## src/lts_pkg.sv

```systemverilog
// lts_pkg: constants and types of the time sync and firing stamp block
// assumes a single 25 MHz system clock domain
package lts_pkg;
	// -------------------------------------------------------------
	// timing
	// -------------------------------------------------------------
	localparam int CLK_PERIOD_NS = 40;
	localparam int NS_PER_US = 1000;
	localparam int CYC_PER_US = NS_PER_US / CLK_PERIOD_NS;
	localparam logic [4:0] SUB_LAST = 5'(CYC_PER_US - 1);
	localparam int US_PER_SEC = 1000000;
	localparam logic [19:0] USEC_LAST = 20'(US_PER_SEC - 1);
	localparam int LOCK_TMO_US_DEF = 1500000;
	// -------------------------------------------------------------
	// block and channel offsets in ns
	// -------------------------------------------------------------
	localparam int NS_BLK_BASE = 5632;
	localparam int NS_BLK_STEP = 50000;
	localparam int NS_CH_STEP = 3024;
	localparam int NS_CH_BASE = 368;
	localparam logic [2:0] RND_LAST_SGL = 3'h7;
	localparam logic [2:0] RND_LAST_DUAL = 3'h3;
	// -------------------------------------------------------------
	// register map
	// -------------------------------------------------------------
	localparam logic [7:0] OFS_CTRL = 8'h00;
	localparam logic [7:0] OFS_INTV = 8'h04;
	localparam logic [7:0] OFS_STAT = 8'h08;
	localparam logic [7:0] OFS_SEC = 8'h0C;
	localparam logic [7:0] OFS_USEC = 8'h10;
	localparam logic [7:0] OFS_IRQ_STAT = 8'h14;
	localparam logic [7:0] OFS_IRQ_MASK = 8'h18;
	localparam logic [7:0] OFS_QRY = 8'h1C;
	localparam logic [7:0] OFS_QRY_NS = 8'h20;
	localparam int CB_PTP = 0;
	localparam int CB_GGA = 1;
	localparam int CB_PLR = 2;
	localparam int CB_AZI = 3;
	localparam int CB_DUAL = 4;
	localparam logic [4:0] CTRL_RST = 5'h00;
	localparam logic [31:0] INTV_RST = 32'h00000000;
	localparam logic [31:0] SEC_EPOCH = 32'h00000000;
	localparam int IB_TICK = 0;
	localparam int IB_TRIG = 1;
	localparam int IB_NLOST = 2;
	localparam int IB_PLOST = 3;
	localparam int IRQ_W = 4;
	// -------------------------------------------------------------
	// types
	// -------------------------------------------------------------
	typedef enum logic [1:0] {LK_UNLOCKED, LK_LOCKED, LK_LOST} lts_lock_t;
	typedef enum logic [1:0] {PTP_FREE, PTP_TRACK, PTP_LOCKED, PTP_FROZEN} lts_ptp_t;
endpackage : lts_pkg

```

## src/lts_time_sync.sv

```systemverilog
// lts_time_sync: absolute time keeping, lock tracking, firing triggers
// assumes parsed sentence, ptp time and azimuth come from logic on SYS_CLK
//
// Decided for this implementation: the plain strobed port and the placing of the registers.
`timescale 1ns/100ps
`default_nettype none
// Function
// - time source chosen by software: satellite or ptp
// - sentence type selectable, pulse and sentence used
// - status packet on every internal tick in satellite mode
// - unlocked: count seconds from virtual epoch
// - locked: load previous sentence time plus one
// - pulse lock required gates seconds sync
// - sentence lost: count on from last time
// - pulse locked: tick aligned to pulse edge
// - pulse unlocked or lost: free running tick
// - ptp mode: no status packets
// - ptp: virtual, master time, or drift
// - ptp time taken without local correction
// - trigger on time or azimuth interval
// - rounds per packet follow return mode
// - packet time is last block trigger time
// - single return block start offsets
// - dual return paired block start offsets
// - channel firing offset per channel index
module lts_time_sync #(
	parameter int LOCK_TMO_US = lts_pkg::LOCK_TMO_US_DEF
) (
	// clock and reset
	input wire logic SYS_CLK,
	input wire logic RESET_N,
	// register port
	input wire logic [7:0] ADDR,
	input wire logic [31:0] WR_DATA,
	input wire logic WR_EN,
	input wire logic RD_EN,
	output logic [31:0] RD_DATA,
	output logic IRQ,
	// satellite receiver
	input wire logic PPS_IN,
	input wire logic NMEA_VLD,
	input wire logic NMEA_FIX,
	input wire logic [31:0] NMEA_SEC,
	output logic PARSE_GGA,
	// ptp slave engine
	input wire logic PTP_VLD,
	input wire logic [1:0] PTP_STATE,
	input wire logic [31:0] PTP_SEC,
	input wire logic [19:0] PTP_USEC,
	// rotor position
	input wire logic [15:0] AZIMUTH,
	// firing and packet outputs
	output logic FIRE_TRIG,
	output logic GPS_PKT,
	output logic STAMP_VLD,
	output logic [31:0] STAMP_SEC,
	output logic [19:0] STAMP_USEC
);

	// -------------------------------------------------------------
	// functions
	// -------------------------------------------------------------
	function automatic lts_pkg::lts_lock_t lts_lock_step(input lts_pkg::lts_lock_t st,
			input logic arrive, input logic expired);
		lts_pkg::lts_lock_t nx;
		nx = st;
		unique case (st)
			lts_pkg::LK_UNLOCKED: nx = arrive ? lts_pkg::LK_LOCKED : lts_pkg::LK_UNLOCKED;
			lts_pkg::LK_LOCKED: nx = expired ? lts_pkg::LK_LOST : lts_pkg::LK_LOCKED;
			lts_pkg::LK_LOST: nx = arrive ? lts_pkg::LK_LOCKED : lts_pkg::LK_LOST;
			default: nx = lts_pkg::LK_UNLOCKED;
		endcase
		return nx;
	endfunction : lts_lock_step

	function automatic logic [31:0] lts_fire_ofs(input logic [2:0] blk, input logic [3:0] ch,
			input logic dual);
		logic [2:0] k;
		k = dual ? {1'b0, ~blk[2:1]} : ~blk;
		return 32'(lts_pkg::NS_BLK_BASE) - 32'(lts_pkg::NS_BLK_STEP) * {29'h0, k}
			+ 32'(lts_pkg::NS_CH_STEP) * {28'h0, ch} + 32'(lts_pkg::NS_CH_BASE);
	endfunction : lts_fire_ofs

	// -------------------------------------------------------------
	// declarations
	// -------------------------------------------------------------
	logic pps_s1_r, pps_s2_r, pps_s3_r;
	logic [4:0] ctrl_r;
	logic [31:0] intv_r;
	localparam int IRQ_W_L = lts_pkg::IRQ_W;
	logic [IRQ_W_L-1:0] irq_stat_r;
	logic [IRQ_W_L-1:0] irq_mask_r;
	logic [IRQ_W_L-1:0] irq_ev;
	logic [IRQ_W_L-1:0] irq_clr;
	logic [6:0] qry_r;
	logic [4:0] sub_r;
	logic [19:0] usec_r;
	logic [31:0] sec_r;
	logic [31:0] nmea_sec_r;
	logic [20:0] nmea_age_r, pps_age_r;
	lts_pkg::lts_lock_t nmea_st_r, pps_st_r, nmea_st_nxt, pps_st_nxt;
	logic [31:0] tcnt_r;
	logic [15:0] az_prev_r;
	logic [31:0] az_acc_r, az_sum;
	logic [2:0] rnd_r;
	logic [31:0] rd_nxt;
	logic src_ptp, pps_rise, us_pls, tick, pps_align, nmea_in, gps_sync, ptp_trk;
	logic trig, rnd_last;
	lts_pkg::lts_ptp_t ptp_st;

	assign src_ptp = ctrl_r[lts_pkg::CB_PTP];
	assign ptp_st = lts_pkg::lts_ptp_t'(PTP_STATE);
	assign ptp_trk = ptp_st == lts_pkg::PTP_TRACK || ptp_st == lts_pkg::PTP_LOCKED;

	// -------------------------------------------------------------
	// pulse synchroniser
	// -------------------------------------------------------------
	always_ff @(posedge SYS_CLK or negedge RESET_N) begin
		if (!RESET_N) begin
			pps_s1_r <= 1'b0;
			pps_s2_r <= 1'b0;
			pps_s3_r <= 1'b0;
		end else begin
			pps_s1_r <= PPS_IN;
			pps_s2_r <= pps_s1_r;
			pps_s3_r <= pps_s2_r;
		end
	end
	assign pps_rise = pps_s2_r && !pps_s3_r;

	// -------------------------------------------------------------
	// lock tracking
	// -------------------------------------------------------------
	assign nmea_in = NMEA_VLD && NMEA_FIX;
	assign nmea_st_nxt = lts_lock_step(nmea_st_r, nmea_in,
		!nmea_in && nmea_age_r >= 21'(LOCK_TMO_US));
	assign pps_st_nxt = lts_lock_step(pps_st_r, pps_rise,
		!pps_rise && pps_age_r >= 21'(LOCK_TMO_US));

	always_ff @(posedge SYS_CLK or negedge RESET_N) begin
		if (!RESET_N) begin
			nmea_st_r <= lts_pkg::LK_UNLOCKED;
			pps_st_r <= lts_pkg::LK_UNLOCKED;
			nmea_age_r <= 21'h00000;
			pps_age_r <= 21'h00000;
			nmea_sec_r <= lts_pkg::SEC_EPOCH;
		end else begin
			nmea_st_r <= nmea_st_nxt;
			pps_st_r <= pps_st_nxt;
			if (nmea_in) begin
				nmea_age_r <= 21'h00000;
				nmea_sec_r <= NMEA_SEC;
			end else if (us_pls && !(&nmea_age_r)) begin
				nmea_age_r <= nmea_age_r + 21'h00001;
			end
			if (pps_rise)
				pps_age_r <= 21'h00000;
			else if (us_pls && !(&pps_age_r))
				pps_age_r <= pps_age_r + 21'h00001;
		end
	end

	// -------------------------------------------------------------
	// time base
	// -------------------------------------------------------------
	assign us_pls = sub_r == lts_pkg::SUB_LAST;
	assign pps_align = !src_ptp && pps_st_r == lts_pkg::LK_LOCKED && pps_rise;
	assign tick = pps_align || (us_pls && usec_r == lts_pkg::USEC_LAST);
	assign gps_sync = nmea_st_r == lts_pkg::LK_LOCKED
		&& (!ctrl_r[lts_pkg::CB_PLR] || pps_st_r == lts_pkg::LK_LOCKED);

	always_ff @(posedge SYS_CLK or negedge RESET_N) begin
		if (!RESET_N) begin
			sub_r <= 5'h00;
			usec_r <= 20'h00000;
			sec_r <= lts_pkg::SEC_EPOCH;
		end else if (src_ptp && PTP_VLD && ptp_trk) begin
			sub_r <= 5'h00;
			usec_r <= PTP_USEC;
			sec_r <= PTP_SEC;
		end else begin
			sub_r <= (us_pls || pps_align) ? 5'h00 : sub_r + 5'h01;
			if (tick)
				usec_r <= 20'h00000;
			else if (us_pls)
				usec_r <= usec_r + 20'h00001;
			if (tick && !src_ptp && gps_sync)
				sec_r <= nmea_sec_r + 32'h00000001;
			else if (tick)
				sec_r <= sec_r + 32'h00000001;
		end
	end

	// -------------------------------------------------------------
	// firing trigger
	// -------------------------------------------------------------
	assign az_sum = az_acc_r + {16'h0000, AZIMUTH - az_prev_r};
	assign trig = intv_r != 32'h00000000 && (ctrl_r[lts_pkg::CB_AZI]
		? az_sum >= intv_r : us_pls && tcnt_r >= intv_r - 32'h00000001);
	assign rnd_last = rnd_r == (ctrl_r[lts_pkg::CB_DUAL]
		? lts_pkg::RND_LAST_DUAL : lts_pkg::RND_LAST_SGL);

	always_ff @(posedge SYS_CLK or negedge RESET_N) begin
		if (!RESET_N) begin
			tcnt_r <= 32'h00000000;
			az_prev_r <= 16'h0000;
			az_acc_r <= 32'h00000000;
		end else begin
			az_prev_r <= AZIMUTH;
			if (!ctrl_r[lts_pkg::CB_AZI])
				az_acc_r <= 32'h00000000;
			else
				az_acc_r <= trig ? az_sum - intv_r : az_sum;
			if (ctrl_r[lts_pkg::CB_AZI] || trig)
				tcnt_r <= 32'h00000000;
			else if (us_pls)
				tcnt_r <= tcnt_r + 32'h00000001;
		end
	end

	always_ff @(posedge SYS_CLK or negedge RESET_N) begin
		if (!RESET_N) begin
			rnd_r <= 3'h0;
			FIRE_TRIG <= 1'b0;
			GPS_PKT <= 1'b0;
			STAMP_VLD <= 1'b0;
			STAMP_SEC <= 32'h00000000;
			STAMP_USEC <= 20'h00000;
		end else begin
			FIRE_TRIG <= trig;
			GPS_PKT <= tick && !src_ptp;
			STAMP_VLD <= trig && rnd_last;
			if (trig)
				rnd_r <= rnd_last ? 3'h0 : rnd_r + 3'h1;
			if (trig && rnd_last) begin
				STAMP_SEC <= sec_r;
				STAMP_USEC <= usec_r;
			end
		end
	end

	// -------------------------------------------------------------
	// registers and interrupt
	// -------------------------------------------------------------
	assign irq_ev = {pps_st_r == lts_pkg::LK_LOCKED && pps_st_nxt == lts_pkg::LK_LOST,
		nmea_st_r == lts_pkg::LK_LOCKED && nmea_st_nxt == lts_pkg::LK_LOST, trig, tick};
	assign irq_clr = (WR_EN && ADDR == lts_pkg::OFS_IRQ_STAT) ? WR_DATA[IRQ_W_L-1:0] : '0;

	always_ff @(posedge SYS_CLK or negedge RESET_N) begin
		if (!RESET_N) begin
			ctrl_r <= lts_pkg::CTRL_RST;
			intv_r <= lts_pkg::INTV_RST;
			irq_mask_r <= '0;
			irq_stat_r <= '0;
			qry_r <= 7'h00;
			IRQ <= 1'b0;
			PARSE_GGA <= 1'b0;
		end else begin
			if (WR_EN && ADDR == lts_pkg::OFS_CTRL)
				ctrl_r <= WR_DATA[4:0];
			if (WR_EN && ADDR == lts_pkg::OFS_INTV)
				intv_r <= WR_DATA;
			if (WR_EN && ADDR == lts_pkg::OFS_IRQ_MASK)
				irq_mask_r <= WR_DATA[IRQ_W_L-1:0];
			if (WR_EN && ADDR == lts_pkg::OFS_QRY)
				qry_r <= WR_DATA[6:0];
			irq_stat_r <= (irq_stat_r & ~irq_clr) | irq_ev;
			IRQ <= |(irq_stat_r & irq_mask_r);
			PARSE_GGA <= ctrl_r[lts_pkg::CB_GGA];
		end
	end

	always_comb begin
		rd_nxt = 32'h00000000;
		unique case (ADDR)
			lts_pkg::OFS_CTRL: rd_nxt = {27'h0, ctrl_r};
			lts_pkg::OFS_INTV: rd_nxt = intv_r;
			lts_pkg::OFS_STAT: rd_nxt = {26'h0, PTP_STATE, 2'(pps_st_r), 2'(nmea_st_r)};
			lts_pkg::OFS_SEC: rd_nxt = sec_r;
			lts_pkg::OFS_USEC: rd_nxt = {12'h000, usec_r};
			lts_pkg::OFS_IRQ_STAT: rd_nxt = {28'h0, irq_stat_r};
			lts_pkg::OFS_IRQ_MASK: rd_nxt = {28'h0, irq_mask_r};
			lts_pkg::OFS_QRY: rd_nxt = {25'h0, qry_r};
			lts_pkg::OFS_QRY_NS: rd_nxt = lts_fire_ofs(qry_r[2:0], qry_r[6:3],
				ctrl_r[lts_pkg::CB_DUAL]);
			default: rd_nxt = 32'h00000000;
		endcase
	end

	always_ff @(posedge SYS_CLK or negedge RESET_N) begin
		if (!RESET_N)
			RD_DATA <= 32'h00000000;
		else
			RD_DATA <= RD_EN ? rd_nxt : 32'h00000000;
	end
endmodule : lts_time_sync
`default_nettype wire

```

## config.mk

```make
export PLATFORM = sky130hd
export DESIGN_NAME = lts_time_sync
export DESIGN_NICKNAME = d
export VERILOG_FILES = /design/src/lts_pkg.sv /design/src/lts_time_sync.sv
export SDC_FILE = /design/constraint.sdc
export NUM_CORES = 1
export LEC_CHECK = 0
export BUFFER_PORTS_ARGS = -buffer_cell sky130_fd_sc_hd__buf_4
export CORE_ASPECT_RATIO = 0.9
export CORE_UTILIZATION = 40
export DETAILED_ROUTE_END_ITERATION = 12
export GPL_TIMING_DRIVEN = 0
export MAX_ROUTING_LAYER = met4
export REMOVE_ABC_BUFFERS = 1
export SYNTH_ARGS = -nofsm -noshare
export SYNTH_HDL_FRONTEND = slang
export SYNTH_SLANG_ARGS = --single-unit
```

## constraint.sdc

```tcl
create_clock -name SYS_CLK -period 10.95 [get_ports SYS_CLK]
set_clock_uncertainty 0.15 [all_clocks]
set_input_delay 1.6425 -clock SYS_CLK [delete_from_list [all_inputs] [get_ports SYS_CLK]]
set_output_delay 1.6425 -clock SYS_CLK [all_outputs]
set_load 0.03 [all_outputs]
```

* After elaboration in Yosys (flattened, before gate mapping) *
Cells that the tools add are included.

word-level totals
  input port bits = 150
  bits in registers = 362
  logic and storage cells = 153

operators by class
  $add $sub $neg = 15
  mux-type cells = 31
  equality and inequality tests = 19
  bitwise operators = 6
  $mul = 2
  reductions and logical operators = 48
  order comparisons = 4

operator list
  operator                  number
  $pmux W32 S9              1
  $mux W32                  8
  $add A32 B1 Y32 const B   3
  $mux W21                  4
  $ge A32 B32 Y1            2
  $mux W20                  3
  $add A21 B1 Y21 const B   2
  $ge A21 B21 Y1 const B    2
  $reduce_and A21 Y1        2
  $add A32 B16 Y32          1
  $eq A8 B5 Y1 const B      4
  $reduce_bool A32 Y1       1
  $sub A32 B1 Y32 const B   1
  $sub A32 B32 Y32          1
  $logic_and A1 B1 Y1       24
  $add A21 B10 Y22 const B  1
  $add A20 B17 Y21          1
  $add A20 B1 Y20 const B   1
  $eq A20 B20 Y1 const B    1
  $sub A13 B19 Y20 const A  1
  $eq A8 B4 Y1 const B      2
  $sub A16 B16 Y16          1
  $mul A12 B3 Y15 const A   1
  $mul A8 B4 Y12 const A    1
  other kinds (26)          56

* Logic depth before layout (Yosys ltp) *
  depth in word-level cells = 9
  mapped depth = 35

* Worst setup path before layout *
OpenSTA, ideal clock, no wires.

  kind = in2reg
  start point = input port AZIMUTH[1]
  end point = register az_acc_r[10]
  setup slack = 2888 ps
  setup time = 132 ps
  data arrival time = 7780 ps
  buffers on the path = 4
  stages on the path = 34
  cell sequence = ha_1 -> nor2b_1 -> o21ai_0 -> a21oi_1 -> o211ai_1 -> a21oi_1 -> or4_1 -> o311ai_0 -> o21bai_1 -> a21oi_1 -> xnor2_1 -> ha_1 -> a21o_1 -> a21oi_1 -> a31oi_1 -> inv_1 -> a31oi_1 -> nor2b_1 -> nand3_1 -> xnor2_1 -> ha_1 -> clkbuf_1 -> nand2_1 -> nor3_1 -> nand2_1 -> nor4_1 -> nor2_1 -> o211ai_1 -> o211a_1 -> clkbuf_1 -> clkbuf_1 -> buf_1 -> mux2i_1 -> nor2_1

between the ends
  longest elaborated chain between the ends = 7
  elaborated cells on any way between the ends = 8

RTL lines
  item                    line                  text
  start: declaration      lts_time_sync.sv:51   input wire logic [15:0] AZIMUTH,
  $sub A16 B16 Y16 *      lts_time_sync.sv:197  assign az_sum = az_acc_r + {16'h0000, AZIMUTH - az_prev_r};
  $add A32 B16 Y32 *      lts_time_sync.sv:197
  $ge A32 B32 Y1          lts_time_sync.sv:199  ? az_sum >= intv_r : us_pls && tcnt_r >= intv_r - 32'h00000001);
  $mux W1                 lts_time_sync.sv:199
  $logic_and A1 B1 Y1     lts_time_sync.sv:198  assign trig = intv_r != 32'h00000000 && (ctrl_r[lts_pkg::CB_AZI]
  $mux W32 *              lts_time_sync.sv:213  az_acc_r <= trig ? az_sum - intv_r : az_sum;
  $mux W32 *              lts_time_sync.sv:210  if (!ctrl_r[lts_pkg::CB_AZI])
  end signal: assignment  lts_time_sync.sv:213
  end: declaration        lts_time_sync.sv:104  logic [31:0] az_acc_r, az_sum;

Mark *: on every way between the ends. The rest lies on a longest branch, timed or not.
A chain may end at the register's enable or synchronous reset.

* Worst setup path after layout *
  start point = input port AZIMUTH[1]
  end point = register STAMP_SEC[9]

between the ends
  longest elaborated chain between the ends = 6

RTL lines
  item                    line                  text
  $sub A16 B16 Y16        lts_time_sync.sv:197
  $add A32 B16 Y32        lts_time_sync.sv:197
  $ge A32 B32 Y1          lts_time_sync.sv:199
  $mux W1                 lts_time_sync.sv:199
  $logic_and A1 B1 Y1     lts_time_sync.sv:198
  $logic_and A1 B1 Y1     lts_time_sync.sv:235  if (trig && rnd_last) begin
  end signal: assignment  lts_time_sync.sv:236  STAMP_SEC <= sec_r;
  end: declaration        lts_time_sync.sv:56   output logic [31:0] STAMP_SEC,

Every way passes these cells.

==> results.cfg <==
[run_status]
status = finished clean

[cts]
root_buffer = clkbuf_16
cts.path.max_buffers = 3
cts_made_buffers = 44
clock_latency_ns = 0.59
htree_levels = 2
hold_buffers = 0
cts_tree = built
cts_num_sinks = 362
cts_resized = 0
cts_setup_buffers = 0
cts.clk_slew.worst_paths_ns = 0.06

[synth]
synthMuxAreaShare_pct = 6.42
synth.top_cell.area_share_pct = 39.3
synth_area_um2 = 23000
synth-adder-area-share_pct = 9.42
synth_top_family_by_area = simple AND/OR/NAND/NOR gates
synth_edf_count = 0
yosys-top-cells-count = dfrtp_1 (362), nand2_1 (330), nor2_1 (258), ha_1 (159), a21oi_1 (150)
yosysTopAreaCell = dfrtp_1
syn_inst = 2552
ys_types = 70
yosys.area_share.simple_pct = 18.1
synth_area_leaders = dfrtp_1 (39%), ha_1 (8.6%), nand2_1 (5.4%)
synth-compound-area-share_pct = 14.9
ys.flop_type = dfrtp_1
yosysWarnings = 0
synth-async-reset-ratio_pct = 100
yosys_register_bits = 362
syn_area_per_cell_um2 = 9.03
ys_seq_area_share_pct = 39.3
post_synth_xor_area_fraction_pct = 8.21
yosysMostFrequentCell = dfrtp_1

[worst_setup_path]
end_kind = flip-flop
crit_top_cell = a21oi_1
worstPathArrival_ns = 9.64
cp_slowest_cell = o211a_4
regToRegEndpoint = STAMP_SEC[9]
endpoint = STAMP_SEC[9]
startpoint = AZIMUTH[1]
r2r_cells = 32
crit_fanout = 53
critPathRequiredTime_ns = 11.27
worstSetupStartpointType = primary input
rrSetupSlack_ns = 2.40
max_stage_delay_ns = 0.77
crit_type = in2reg
r2r_start = az_prev_r[1]

[die]
die_x_um = 255
die_h_um = 230
pin_count = 239
start_util_pct = 40.4
dieArea_um2 = 58600
fp-row-count = 83
fp.coreArea_um2 = 57000

[sta]
holdWs_ns = 0.203
post-route-period-util_pct = 85.2
final_hold_viol_count = 0
fin_ws_ns = 1.63
min_period_ns = 9.32
rsz0062_at_grt = no
slew_viol_final = 0
worst_pin_slew_ns = 1.32
slew_headroom_pct = 11.5
fmax_mhz = 107
setup_violations = 0

[worst_hold_path]
min_path_type = reg2reg

[routing]
routed_wirelength_um = 70700
dr.pass1.iters = 7
wl_per_cell_um = 19.9
drtIter0Drc = 1739
num_vias = 20049
drc = 0
antenna_left = 0
routed_via_density = 5.64

[pwr]
clock_power_share_pct = 34.6
combPwrFrac_pct = 28.3
switching_share_pct = 35.4
p_leak_nw = 12.8
internal-power_mw = 3.09
seqPwrFrac_pct = 37.2
p_sw_mw = 1.69
cellPowerDensity_nw_per_um2 = 174
ir_drop_v = 0.000100

[layout]
drive_gt1_share_pct = 16.9
area_growth_pct = 19.1
finalNonFillerCells = 3554
nNetsFinal = 3068

[placement]
io_buffers = 238
place_inst = 3469
dp_hpwl_um = 51800
dpl_worst_slack_ns = 1.04
gp_congestion = 0.903

[grt]
grt_util_all_layers_pct = 25.0
grt_start_max_net_pins = 115
grt_pass1_vias = 19891
grt_pass1_wl_um = 111000
grt.overflow.total = 0
grt_antenna_before_repair = 4

[flow_run]
drv_cap = 0
==> metrics by stage <==
stage | total power [mW] | cell area, um2 | TNS, ns | utilization, %
CTS | 4.81 | 27400 | 0 | 48.1
finish | 4.78 | 27400 | 0 | 48.1
global placement | 3.07 | 25400 | -144.31 | 44.6
detailed placement | 3.13 | 25800 | 0 | 45.2
global route | 5.07 | 27400 | 0 | 48.1
floorplan | 2.65 | 22700 | 0 | -
==> state kept, by name, summed over array words and instances, names as in the netlist, 21 cells and up <==
signal      flops
sec_r          32
nmea_age_r     21
tcnt_r         32
pps_age_r      21
STAMP_SEC      32
az_acc_r       32
RD_DATA        32
nmea_sec_r     32
intv_r         32
==> layout by cell type, fill, tap and decap left out, types with 30 or more instances in the layout <==
cell	synthesis	layout
nand2_1	330	328
a21oi_1	150	150
inv_1	122	122
mux2_2	102	102
a22oi_1	44	44
buf_4	0	238
nand4_1	50	50
a21o_1	35	35
nand3_1	89	88
xnor2_1	117	117
xor2_1	99	99
o21ai_0	107	107
and3_1	31	30
nor2_1	258	255
nor3_1	50	48
ha_1	159	159
mux2i_1	33	33
clkbuf_16	0	44
dfrtp_1	362	362
==> per-layer routing <==
layer / global-route usage [%] / vias up / share of wire (%)
li1: - / 9400 / -
met1: 34.0 / 9841 / 45
met2: 38.1 / 676 / 46
met3: 3.02 / 132 / 6.1
met5: - / - / 0
met4: 8.98 / 0 / 3.0
==> logic make-up (layout without fill, tap and decap cells) <==
logic type,count (synthesis),count (layout)
buffers and inverters,222,456
and+or+nand+nor,919,919
muxes,135,135
DFF,362,362
AOI/OAI and AO/OA,530,530
other,0,3
xor gates and xnor gates,216,216
adders and majority gates,168,168
==> critical path: cells and delay by family <==
kind / cells / cell delay, ns
AO/OA/AOI/OAI: 13 / 3.00
XOR/XNOR: 2 / 0.32
adder cells (fa/ha/maj): 3 / 1.06
buffers and inverters: 3 / 0.54
multiplexers: 1 / 0.31
AND/OR/NAND/NOR: 10 / 2.70
==> worst min path at each step <==
stage          slack [ns]  endpoint  depth (start not counted)     start
6_report             0.20  pps_s2_r                          0  pps_s1_r
5_1_grt              0.23  pps_s2_r                          0  pps_s1_r
4_1_cts              0.21  pps_s2_r                          0  pps_s1_r
3_5_place_dp         0.20  pps_s2_r                          0  pps_s1_r
3_3_place_gp         0.19  pps_s2_r                          0  pps_s1_r
2_1_floorplan        0.18  pps_s2_r                          0  pps_s1_r
==> area by class of cell <==
type	count	area, um2
Fill cell	5320	29600
Multi-Input combinational cell	1968	13200
Sequential cell	362	9060
Timing Repair Buffer	252	2070
Clock buffer	53	1200
Tap cell	765	957
Inverter	122	458
Clock inverter	29	438
Antenna cell	3	7.51
==> power groups by stage <==
stage | Clock (mW) | Sequential [mW] | Combinational, mW
2_1_floorplan | 0 | 1.67 | 0.983
6_report | 1.65 | 1.78 | 1.35
3_3_place_gp | 0 | 1.78 | 1.28
3_5_place_dp | 0 | 1.79 | 1.34
5_1_grt | 1.74 | 1.80 | 1.53
4_1_cts | 1.69 | 1.77 | 1.35
Power figures use the tool's default switching activity.
